File: src/core/comparator_control_map.vh
// Register map, field positions, reset values and timing for the comparator control block
`ifndef COMPARATOR_CONTROL_MAP_VH
`define COMPARATOR_CONTROL_MAP_VH

// Printed offsets are not all multiples of four: byte address is four times the index
`define IDX_STATUS_HYST      16'h0094
`define IDX_CFG_AB           16'hA030
`define IDX_CFG_CD           16'hA031
`define IDX_THRESH_FIRST     16'hA032
`define IDX_THRESH_SECOND    16'hA033
`define IDX_IRQ_MASK         16'hA034
`define ADDR_STATUS_HYST     18'h00250
`define ADDR_CFG_AB          18'h280C0
`define ADDR_CFG_CD          18'h280C4
`define ADDR_THRESH_FIRST    18'h280C8
`define ADDR_THRESH_SECOND   18'h280CC
`define ADDR_IRQ_MASK        18'h280D0
`define ADDR_WIDTH           18

// Per-comparator config nibble: enable, threshold choice, irq allow, invert
`define CFG_ON_BIT           3
`define CFG_CHOICE_BIT       2
`define CFG_IRQ_BIT          1
`define CFG_INVERT_BIT       0

// Status register fields
`define ST_FLAG_LSB          4
`define ST_BCD_HYS_LSB       2
`define ST_A_HYS_LSB         0

`define RST_CFG              8'h00
`define RST_THRESH           8'h00
`define RST_HYS              2'h0
`define RST_MASK             4'hF

// Hysteresis codes
`define HYS_NONE             2'h0
`define HYS_10MV             2'h1
`define HYS_20MV             2'h2
`define HYS_30MV             2'h3

// Bias settling time for software, in ns, and cycles at 25 MHz
`define SETTLE_NS            20000
`define CLK_PERIOD_NS        40
`define SETTLE_CYCLES        (`SETTLE_NS / `CLK_PERIOD_NS)

`endif

File: src/core/comparator_channel.v
// One comparator channel: synchroniser, polarity, gating and toggle detection
`timescale 1ns/1ps
module comparator_channel (
    // Clock and reset
    input  wire i_clk,
    input  wire i_rstn,
    // Control and raw analog result
    input  wire i_on,
    input  wire i_invert,
    input  wire i_raw,
    // Results
    output reg  o_live,
    output reg  o_toggle
);
    reg sync_first;
    reg sync_second;
    reg o_live_valid;
    wire gated;

    assign gated = i_on & (sync_second ^ i_invert);

    always @(posedge i_clk or negedge i_rstn) begin
        if (!i_rstn) begin
            sync_first  <= 1'b0;
            sync_second <= 1'b0;
            o_live      <= 1'b0;
            o_toggle    <= 1'b0;
        end else begin
            sync_first  <= i_raw;
            sync_second <= sync_first;
            o_live      <= gated;
            // only while enabled; enabling alone is not an edge
            o_toggle    <= i_on & (gated != o_live) & o_live_valid;
        end
    end

    // Skip the first compare after enable so switching on does not fake an edge
    always @(posedge i_clk or negedge i_rstn) begin
        if (!i_rstn) begin
            o_live_valid <= 1'b0;
        end else begin
            o_live_valid <= i_on;
        end
    end
endmodule

File: src/core/analog_comparator_control.v
// APB register block and control logic for four analog comparators
//
// Register access over APB was left to the implementer.
`timescale 1ns/1ps
`include "comparator_control_map.vh"

module analog_comparator_control (
    // Clock and reset
    input  wire        i_clk,
    input  wire        i_rstn,
    // APB slave
    input  wire        i_psel,
    input  wire        i_penable,
    input  wire        i_pwrite,
    input  wire [31:0] i_paddr,
    input  wire [31:0] i_pwdata,
    output reg  [31:0] o_prdata,
    output reg         o_pready,
    output reg         o_pslverr,
    // Raw comparator results, index 0 is A
    input  wire [3:0]  i_cmp_raw,
    // Analog controls
    output reg  [3:0]  o_cmp_on,
    output reg  [3:0]  o_use_alt_threshold,
    output reg  [7:0]  o_first_threshold_level,
    output reg  [7:0]  o_second_threshold_level,
    output reg  [1:0]  o_a_hysteresis_code,
    output reg  [1:0]  o_bcd_hysteresis_code,
    // Interrupt
    output reg         o_irq
);
    reg  [7:0] comparator_ab_config;
    reg  [7:0] comparator_cd_config;
    reg  [3:0] toggle_flag;
    reg  [3:0] irq_mask;
    wire [3:0] live_output;
    wire [3:0] toggle_event;
    wire [3:0] cfg_nib [0:3];
    wire [3:0] cmp_on;
    wire [3:0] invert;
    wire [3:0] irq_allow;
    wire [3:0] choice;

    // A in high nibble of A/B
    assign cfg_nib[0] = comparator_ab_config[7:4];
    assign cfg_nib[1] = comparator_ab_config[3:0];
    assign cfg_nib[2] = comparator_cd_config[7:4];
    assign cfg_nib[3] = comparator_cd_config[3:0];

    genvar g;
    generate
        for (g = 0; g < 4; g = g + 1) begin : chan
            assign cmp_on[g]    = cfg_nib[g][`CFG_ON_BIT];
            assign choice[g]    = cfg_nib[g][`CFG_CHOICE_BIT];
            assign irq_allow[g] = cfg_nib[g][`CFG_IRQ_BIT];
            assign invert[g]    = cfg_nib[g][`CFG_INVERT_BIT];
            comparator_channel u_chan (
                .i_clk    (i_clk),
                .i_rstn   (i_rstn),
                .i_on     (cmp_on[g]),
                .i_invert (invert[g]),
                .i_raw    (i_cmp_raw[g]),
                .o_live   (live_output[g]),
                .o_toggle (toggle_event[g])
            );
        end
    endgenerate

    // APB decode; one wait state, pready and read data registered the clock after access
    wire [`ADDR_WIDTH-1:0] addr = i_paddr[`ADDR_WIDTH-1:0];
    wire       access   = i_psel & i_penable & ~o_pready;
    wire       hit_st   = (addr == `ADDR_STATUS_HYST);
    wire       hit_ab   = (addr == `ADDR_CFG_AB);
    wire       hit_cd   = (addr == `ADDR_CFG_CD);
    wire       hit_t0   = (addr == `ADDR_THRESH_FIRST);
    wire       hit_t1   = (addr == `ADDR_THRESH_SECOND);
    wire       hit_mk   = (addr == `ADDR_IRQ_MASK);
    wire       mapped   = hit_st | hit_ab | hit_cd | hit_t0 | hit_t1 | hit_mk;
    wire       wr       = access & i_pwrite & mapped;
    wire [3:0] flag_clr = (wr & hit_st) ? i_pwdata[7:4] : 4'h0;

    reg [7:0] read_mux;
    always @* begin
        case (1'b1)
            hit_st:  read_mux = {toggle_flag, live_output};
            hit_ab:  read_mux = comparator_ab_config;
            hit_cd:  read_mux = comparator_cd_config;
            hit_t0:  read_mux = o_first_threshold_level;
            hit_t1:  read_mux = o_second_threshold_level;
            hit_mk:  read_mux = {4'h0, irq_mask};
            default: read_mux = 8'h00;
        endcase
    end

    always @(posedge i_clk or negedge i_rstn) begin
        if (!i_rstn) begin
            o_prdata                 <= 32'h00000000;
            o_pready                 <= 1'b0;
            o_pslverr                <= 1'b0;
            comparator_ab_config     <= `RST_CFG;
            comparator_cd_config     <= `RST_CFG;
            o_first_threshold_level  <= `RST_THRESH;
            o_second_threshold_level <= `RST_THRESH;
            o_a_hysteresis_code      <= `RST_HYS;
            o_bcd_hysteresis_code    <= `RST_HYS;
            irq_mask                 <= `RST_MASK;
        end else begin
            o_pready  <= access;
            o_pslverr <= access & ~mapped;
            o_prdata  <= (access & ~i_pwrite) ? {24'h000000, read_mux} : 32'h00000000;
            if (wr) begin
                if (hit_ab)
                    comparator_ab_config <= i_pwdata[7:0];
                if (hit_cd)
                    comparator_cd_config <= i_pwdata[7:0];
                if (hit_t0)
                    o_first_threshold_level <= i_pwdata[7:0];
                if (hit_t1)
                    o_second_threshold_level <= i_pwdata[7:0];
                if (hit_mk)
                    irq_mask <= i_pwdata[3:0];
                if (hit_st) begin
                    o_bcd_hysteresis_code <= i_pwdata[`ST_BCD_HYS_LSB +: 2];
                    o_a_hysteresis_code   <= i_pwdata[`ST_A_HYS_LSB +: 2];
                end
            end
        end
    end

    // Note: pready is a registered pulse, so the access cycle is two clocks.
    // Gate that stops a second pulse while pready is still high is in access.

    always @(posedge i_clk or negedge i_rstn) begin
        if (!i_rstn) begin
            toggle_flag         <= 4'h0;
            o_cmp_on            <= 4'h0;
            o_use_alt_threshold <= 4'h0;
            o_irq               <= 1'b0;
        end else begin
            toggle_flag <= (toggle_flag & ~flag_clr) | toggle_event;
            o_cmp_on    <= cmp_on;
            o_use_alt_threshold <= choice;
            o_irq <= |(toggle_flag & irq_allow & irq_mask);
        end
    end
endmodule

File: config.mk
export PLATFORM = sky130hd
export DESIGN_NAME = analog_comparator_control
export DESIGN_NICKNAME = d
export VERILOG_FILES = /design/src/core/comparator_channel.v /design/src/core/analog_comparator_control.v
export VERILOG_INCLUDE_DIRS = /design/src /design/src/core
export SDC_FILE = /design/constraint.sdc
export NUM_CORES = 1
export LEC_CHECK = 0
export BUFFER_PORTS_ARGS = -buffer_cell sky130_fd_sc_hd__buf_4
export CAP_MARGIN = 20
export CORE_MARGIN = 5
export CORE_UTILIZATION = 52
export CTS_CLUSTER_SIZE = 25
export DETAILED_ROUTE_END_ITERATION = 16
export GPL_TIMING_DRIVEN = 0
export PLACE_DENSITY = 0.93
export SLEW_MARGIN = 40
export SYNTH_ARGS = -nofsm -noshare
export SYNTH_HDL_FRONTEND = slang
export SYNTH_SLANG_ARGS = --single-unit
File: constraint.sdc
create_clock -name i_clk -period 5.79 [get_ports i_clk]
set_input_delay 0 -clock i_clk [delete_from_list [all_inputs] [get_ports i_clk]]
set_output_delay 0 -clock i_clk [all_outputs]
set_load 0.01 [all_outputs]
Word-level counts from Yosys, hierarchy flattened
Index checks and enable logic that the tools add are counted.
Cells by class
  muxes and demuxes: 8
  bitwise operators: 36
  reduce and logical (&&, ||, !) cells: 7
  equality and inequality tests: 10
Operators with widths (number)
  $eq 18x18->1 const B: 5
  $mux 8: 6
  $and 1x1->1: 19
  $eq 18x10->1 const B: 1
  $and 4x4->4: 3
  $reduce_and 2->1: 6
  $mux 4: 2
  $or 1x1->1: 5
  $ne 1x1->1: 4
  $not 4->4: 1
  $or 4x4->4: 1
  $reduce_or 4->1: 1
  $xor 1x1->1: 4
  $not 1->1: 3
Word-level totals
  logic and storage cells: 95
  output and inout bits: 63
  bits of input ports: 73
  bits in registers: 83

Longest topological paths before layout
  word-level depth: 12
  depth in mapped cells: 6

Hierarchy
A second synthesis with hierarchy kept.
Second synthesis, totals
  cells, all modules: 274
  area total of the unflattened synthesis: 3657.3 um2
By module, submodules not included
  analog_comparator_control: cells an instance 234, instances 1, area each 3001.6 um2, seq. area each 1581.5 um2
  comparator_channel: cells an instance 10, instances 4, area each 163.9 um2, seq. area each 125.1 um2

Least setup slack after synthesis
OpenSTA, ideal clock, no wires.
  path type: flip-flop to flip-flop
  start: register o_pready
  end: register o_first_threshold_level[0]
  path buffers: 0
  arrival: 1764 ps
  stages on the path, launching flop included: 6
  setup time: 125 ps
  slack: 3901 ps
  cell sequence: dfrtp_1 > nand3b_1 > inv_1 > nand2_1 > nor4b_4 > mux2_2
On the way
  longest elaborated chain between the ends: 5
RTL lines
  start, declared: line analog_comparator_control.v:18  | output reg o_pready,
  start signal, assigned: line analog_comparator_control.v:108  | o_pready <= access;
  $not 1->1: line analog_comparator_control.v:71  | wire access = i_psel & i_penable & ~o_pready;
  $and 1x1->1: line analog_comparator_control.v:71
  named net access: line analog_comparator_control.v:71
  $and 1x1->1 (2 in a row): line analog_comparator_control.v:79  | wire wr = access & i_pwrite & mapped;
  $reduce_and 2->1 (no line)
  end signal, assigned: line analog_comparator_control.v:102  | o_first_threshold_level <= `RST_THRESH;
  end signal, assigned: line analog_comparator_control.v:117  | o_first_threshold_level <= i_pwdata[7:0];
  end, declared: line analog_comparator_control.v:25  | output reg [7:0] o_first_threshold_level,
The timed path passes the listed nets, and every way through them passes these cells.
A chain may end at the register's enable or synchronous reset.

Worst setup path in the final report
  start: register o_pready
  end: register o_bcd_hysteresis_code[1]
On the way
  longest elaborated chain between the ends: 5
RTL lines
  $not 1->1: line analog_comparator_control.v:71
  $and 1x1->1: line analog_comparator_control.v:71
  named net access: line analog_comparator_control.v:71
  $and 1x1->1 (2 in a row): line analog_comparator_control.v:79
  $reduce_and 2->1 (no line)
  end signal, assigned: line analog_comparator_control.v:105  | o_bcd_hysteresis_code <= `RST_HYS;
  end signal, assigned: line analog_comparator_control.v:123  | o_bcd_hysteresis_code <= i_pwdata[`ST_BCD_HYS_LSB +: 2];
  end, declared: line analog_comparator_control.v:28  | output reg [1:0] o_bcd_hysteresis_code,
The timed path passes the listed nets, and every way through them passes these cells.

==> run_results.csv <==
group,metric,value,unit
logic_synthesis,synth.avg_cell_area,12.4,um^2
logic_synthesis,synth-seq-cells,79,
timing,maxSlewHeadroom,51.0,%
timing,tns,0,ps
worst_setup_path,cp-end-kind,"flop",
finish,final_area,4720,um^2
pwr,finalPower,0.00107,W
routing,vias_per_cell,5.50,
worst_setup_path,endpoint,"o_bcd_hysteresis_code[1]",
routing,detail-route-antenna-nets,0,
cts,cts_buffer_depth,2,
hold_path,worstHoldPathType,"input port to flop",
cts,root_buffer,"clkbuf_8",
run_status,outcome,"completed",
worst_setup_path,r2r-end,"o_bcd_hysteresis_code[1]",
worst_setup_path,r2r-start,"o_pready",
placement,dp_cells,466,
worst_setup_path,arrival,3050,ps
floorplanning,die_area,8700,um^2
finish,layout_commonest_cell,"buf_4",
timing,slew_viol_final,0,
timing,rsz0062_at_grt,"no",
cts,numClockSinks,79,
logic_synthesis,synth_edf_count,0,
logic_synthesis,ys_seq_area_share,55.0,%
cts,tritoncts,"yes",
logic_synthesis,synth_ff_type,"dfrtp_1",
finish,final_cells,498,
cts,cts_made_buffers,9,
finish,ff_latch_area,1980,um^2
grt,grt_pass1_wl,13.9,mm
worst_setup_path,path_class,"flop to flop",
worst_setup_path,r2r_slack,2970,ps
cts,path_clk_slew,70,ps
grt,grt_overflow,0,
finish,finalCoreUtilization,69.8,%
grt,grt_antenna_before_repair,0,
timing,fmax,0.355,GHz
logic_synthesis,yosysWarnings,0,
finish,multi_input_area,1480,um^2
pwr,p_sw_share,22.3,%
cts,h-tree-depth,3,
worst_setup_path,required,6030,ps
routing,drcViolationCount,0,
timing,worstMarginPinSlew,729,ps
finish,fin_nets,486,
floorplanning,die-width,93.3,um
placement,port_buffers,72,
timing,setup_viol,0,
timing,finalCritPeriodShare,48.7,%
finish,area_delta_synth_final,30.8,%
worst_setup_path,rr_worst_depth,6,
floorplanning,core.rowCount,30,
pwr,p_sw,0.000238,W
pwr,power_frac_clock,39.6,%
timing,min_period,2820,ps
floorplanning,ioPinCount,136,
timing,hold_viol_final,0,
finish,layout_common_cells,"99 x buf_4, 75 x dfrtp_1, 41 x mux2_2, 24 x conb_1, 16 x dlygate4sd3_1",
placement,dpl_cell_area,4340,um^2
floorplanning,initial_core_util,53.4,%
routing,drt_iter0_markers,183,
routing,drtPass1Iterations,5,
worst_setup_path,worstPathMaxFanout,8,
worst_setup_path,cp-startpoint,"o_pready",
finish,diodes,0,
logic_synthesis,synth_cell_type_count,45,
worst_setup_path,critPathLaunchType,"flop",
placement,hpwl,6.36,mm
grt,grtUsageTotal,21.0,%
timing,fin_skew,7.98,ps
cts,post_cts_resized,0,
logic_synthesis,async_flop_share,100,%
finish,nFillCells,473,
job,maxCapViolations,0,
pwr,ir_drop,0.000161,V
routing,wl,8.79,mm
routing,num_vias,2741,
pwr,cellPowerDensity,226,nW/um^2
floorplanning,coreArea,6760,um^2
finish,drive_above_1_share,42.6,%
logic_synthesis,syn_area,3610,um^2
pwr,power_frac_seq,52.2,%
pwr,p_int,0.000829,W
floorplanning,die_h,93.3,um
logic_synthesis,synthCells,291,
cts,clk_latency,360,ps
grt,grt_max_degree,80,
pwr,power_leakage,2.43,nW
routing,wl_per_cell,17.6,um
grt,grt_pass1_vias,2725,
pwr,power_frac_comb,8.2,%
placement,gp_congestion,0.910,
## power by group through the flow
stage	sequential, W	clock [W]	combinational (W)
2_1_floorplan	0.000567	0	0.0000357
3_3_place_gp	0.000567	0	0.0000751
3_5_place_dp	0.000567	0	0.0000775
4_1_cts	0.000556	0.000430	0.0000863
5_1_grt	0.000557	0.000455	0.0000964
6_report	0.000556	0.000423	0.0000873
## stage by stage
step | setup WS, ps | hold slack [ps]
after floorplan | 3900 | -296
after global placement | 3530 | 109
after detailed placement | 3460 | 79.0
after CTS | 2860 | 40.6
after global routing | 2880 | 71.1
final | 2970 | 51.0
## routing by layer
layer / part of all wire, % / global-route usage, % / wire [um] / vias up
met2: 50 / 34.7 / 4380 / 139
met3: 8.8 / 4.42 / 776 / 17
li1: - / - / - / 1248
met5: 0 / 0 / 0 / -
met4: 2.2 / 10.0 / 189 / 0
met1: 39 / 26.3 / 3450 / 1337
## worst min path at each step
stage          cells past startpoint          from                         to  slack, ps
6_report                           4    i_paddr[2]                o_prdata[6]         50
5_1_grt                            4    i_paddr[2]                o_prdata[6]         70
4_1_cts                            4    i_paddr[2]                o_prdata[6]         40
3_5_place_dp                       1        i_rstn  chan[0].u_chan.sync_first         80
3_3_place_gp                       1  i_cmp_raw[1]  chan[1].u_chan.sync_first        110
2_1_floorplan                      0        i_rstn      chan[0].u_chan.o_live       -300
## cells in the mapped netlist (all sizes together) (2+ instances only)
master / n / area share (%)
nor4b: 3 / 1.1
a22oi: 4 / 0.83
a21o: 5 / 1.0
o2bb2ai: 3 / 0.73
a2111o: 3 / 0.94
buf: 30 / 6.5
nor2: 11 / 1.3
xor2: 8 / 1.9
mux2: 41 / 13
nor4: 5 / 2.3
a21oi: 15 / 2.1
clkbuf: 3 / 0.31
and3: 8 / 1.4
dfstp: 4 / 2.9
or3: 3 / 0.52
nand2: 14 / 1.7
o21ai: 5 / 0.69
nand2b: 8 / 1.4
nand3: 15 / 2.1
dfrtp: 75 / 52
or2: 2 / 0.35
a31o: 3 / 0.73
nor3: 6 / 0.97
and2: 4 / 0.69
## what timing repair did
item                                    in CTS  in global routing
hold buffers                                16                  0
endpoints found under the setup margin       0                  0
setup buffers                                0                  0
hold endpoints to repair                   129                  0
## worst max-delay path: stages (launching register included)
cell	delay, ps
dfrtp_1	380
nand3b_1	180
dlygate4sd3_1	600
inv_1	90
nand2_1	280
nor4_4	770
mux2_2	410
## registers in the layout (all words and copies together) (netlist names), 4 cells and up
| register | flops |
|---|---|
| chan.u_chan.o_live | 4 |
| chan.u_chan.o_toggle | 4 |
| chan.u_chan.sync_first | 4 |
| chan.u_chan.sync_second | 4 |
| comparator_ab_config | 8 |
| comparator_cd_config | 8 |
| irq_mask | 4 |
| o_cmp_on | 4 |
| o_first_threshold_level | 8 |
| o_prdata | 8 |
| o_second_threshold_level | 8 |
| o_use_alt_threshold | 4 |
| toggle_flag | 4 |
## logic make-up (layout without fill, tap and decap cells)
logic type                count (synthesis)  count (layout)  share of synthesized area [%]
buffers and inverters                    34             138                           6.87
and+or+nand+nor                          86              86                           15.4
DFF                                      79              79                           55.0
AOI/OAI and AO/OA                        42              42                           7.88
muxes                                    41              41                           12.8
xor gates and xnor gates                  8               8                           1.94
other                                     1              24                          0.104
## cell type report
cell class	instances	area share [%]
Sequential cell	79	42.0
Multi-Input combinational cell	201	31.3
Timing Repair Buffer	88	14.9
Buffer	33	5.17
Clock buffer	13	3.58
Tap cell	80	2.12
Clock inverter	3	0.849
Inverter	1	0.0796
No activity file was read; power rests on OpenSTA's default activity.
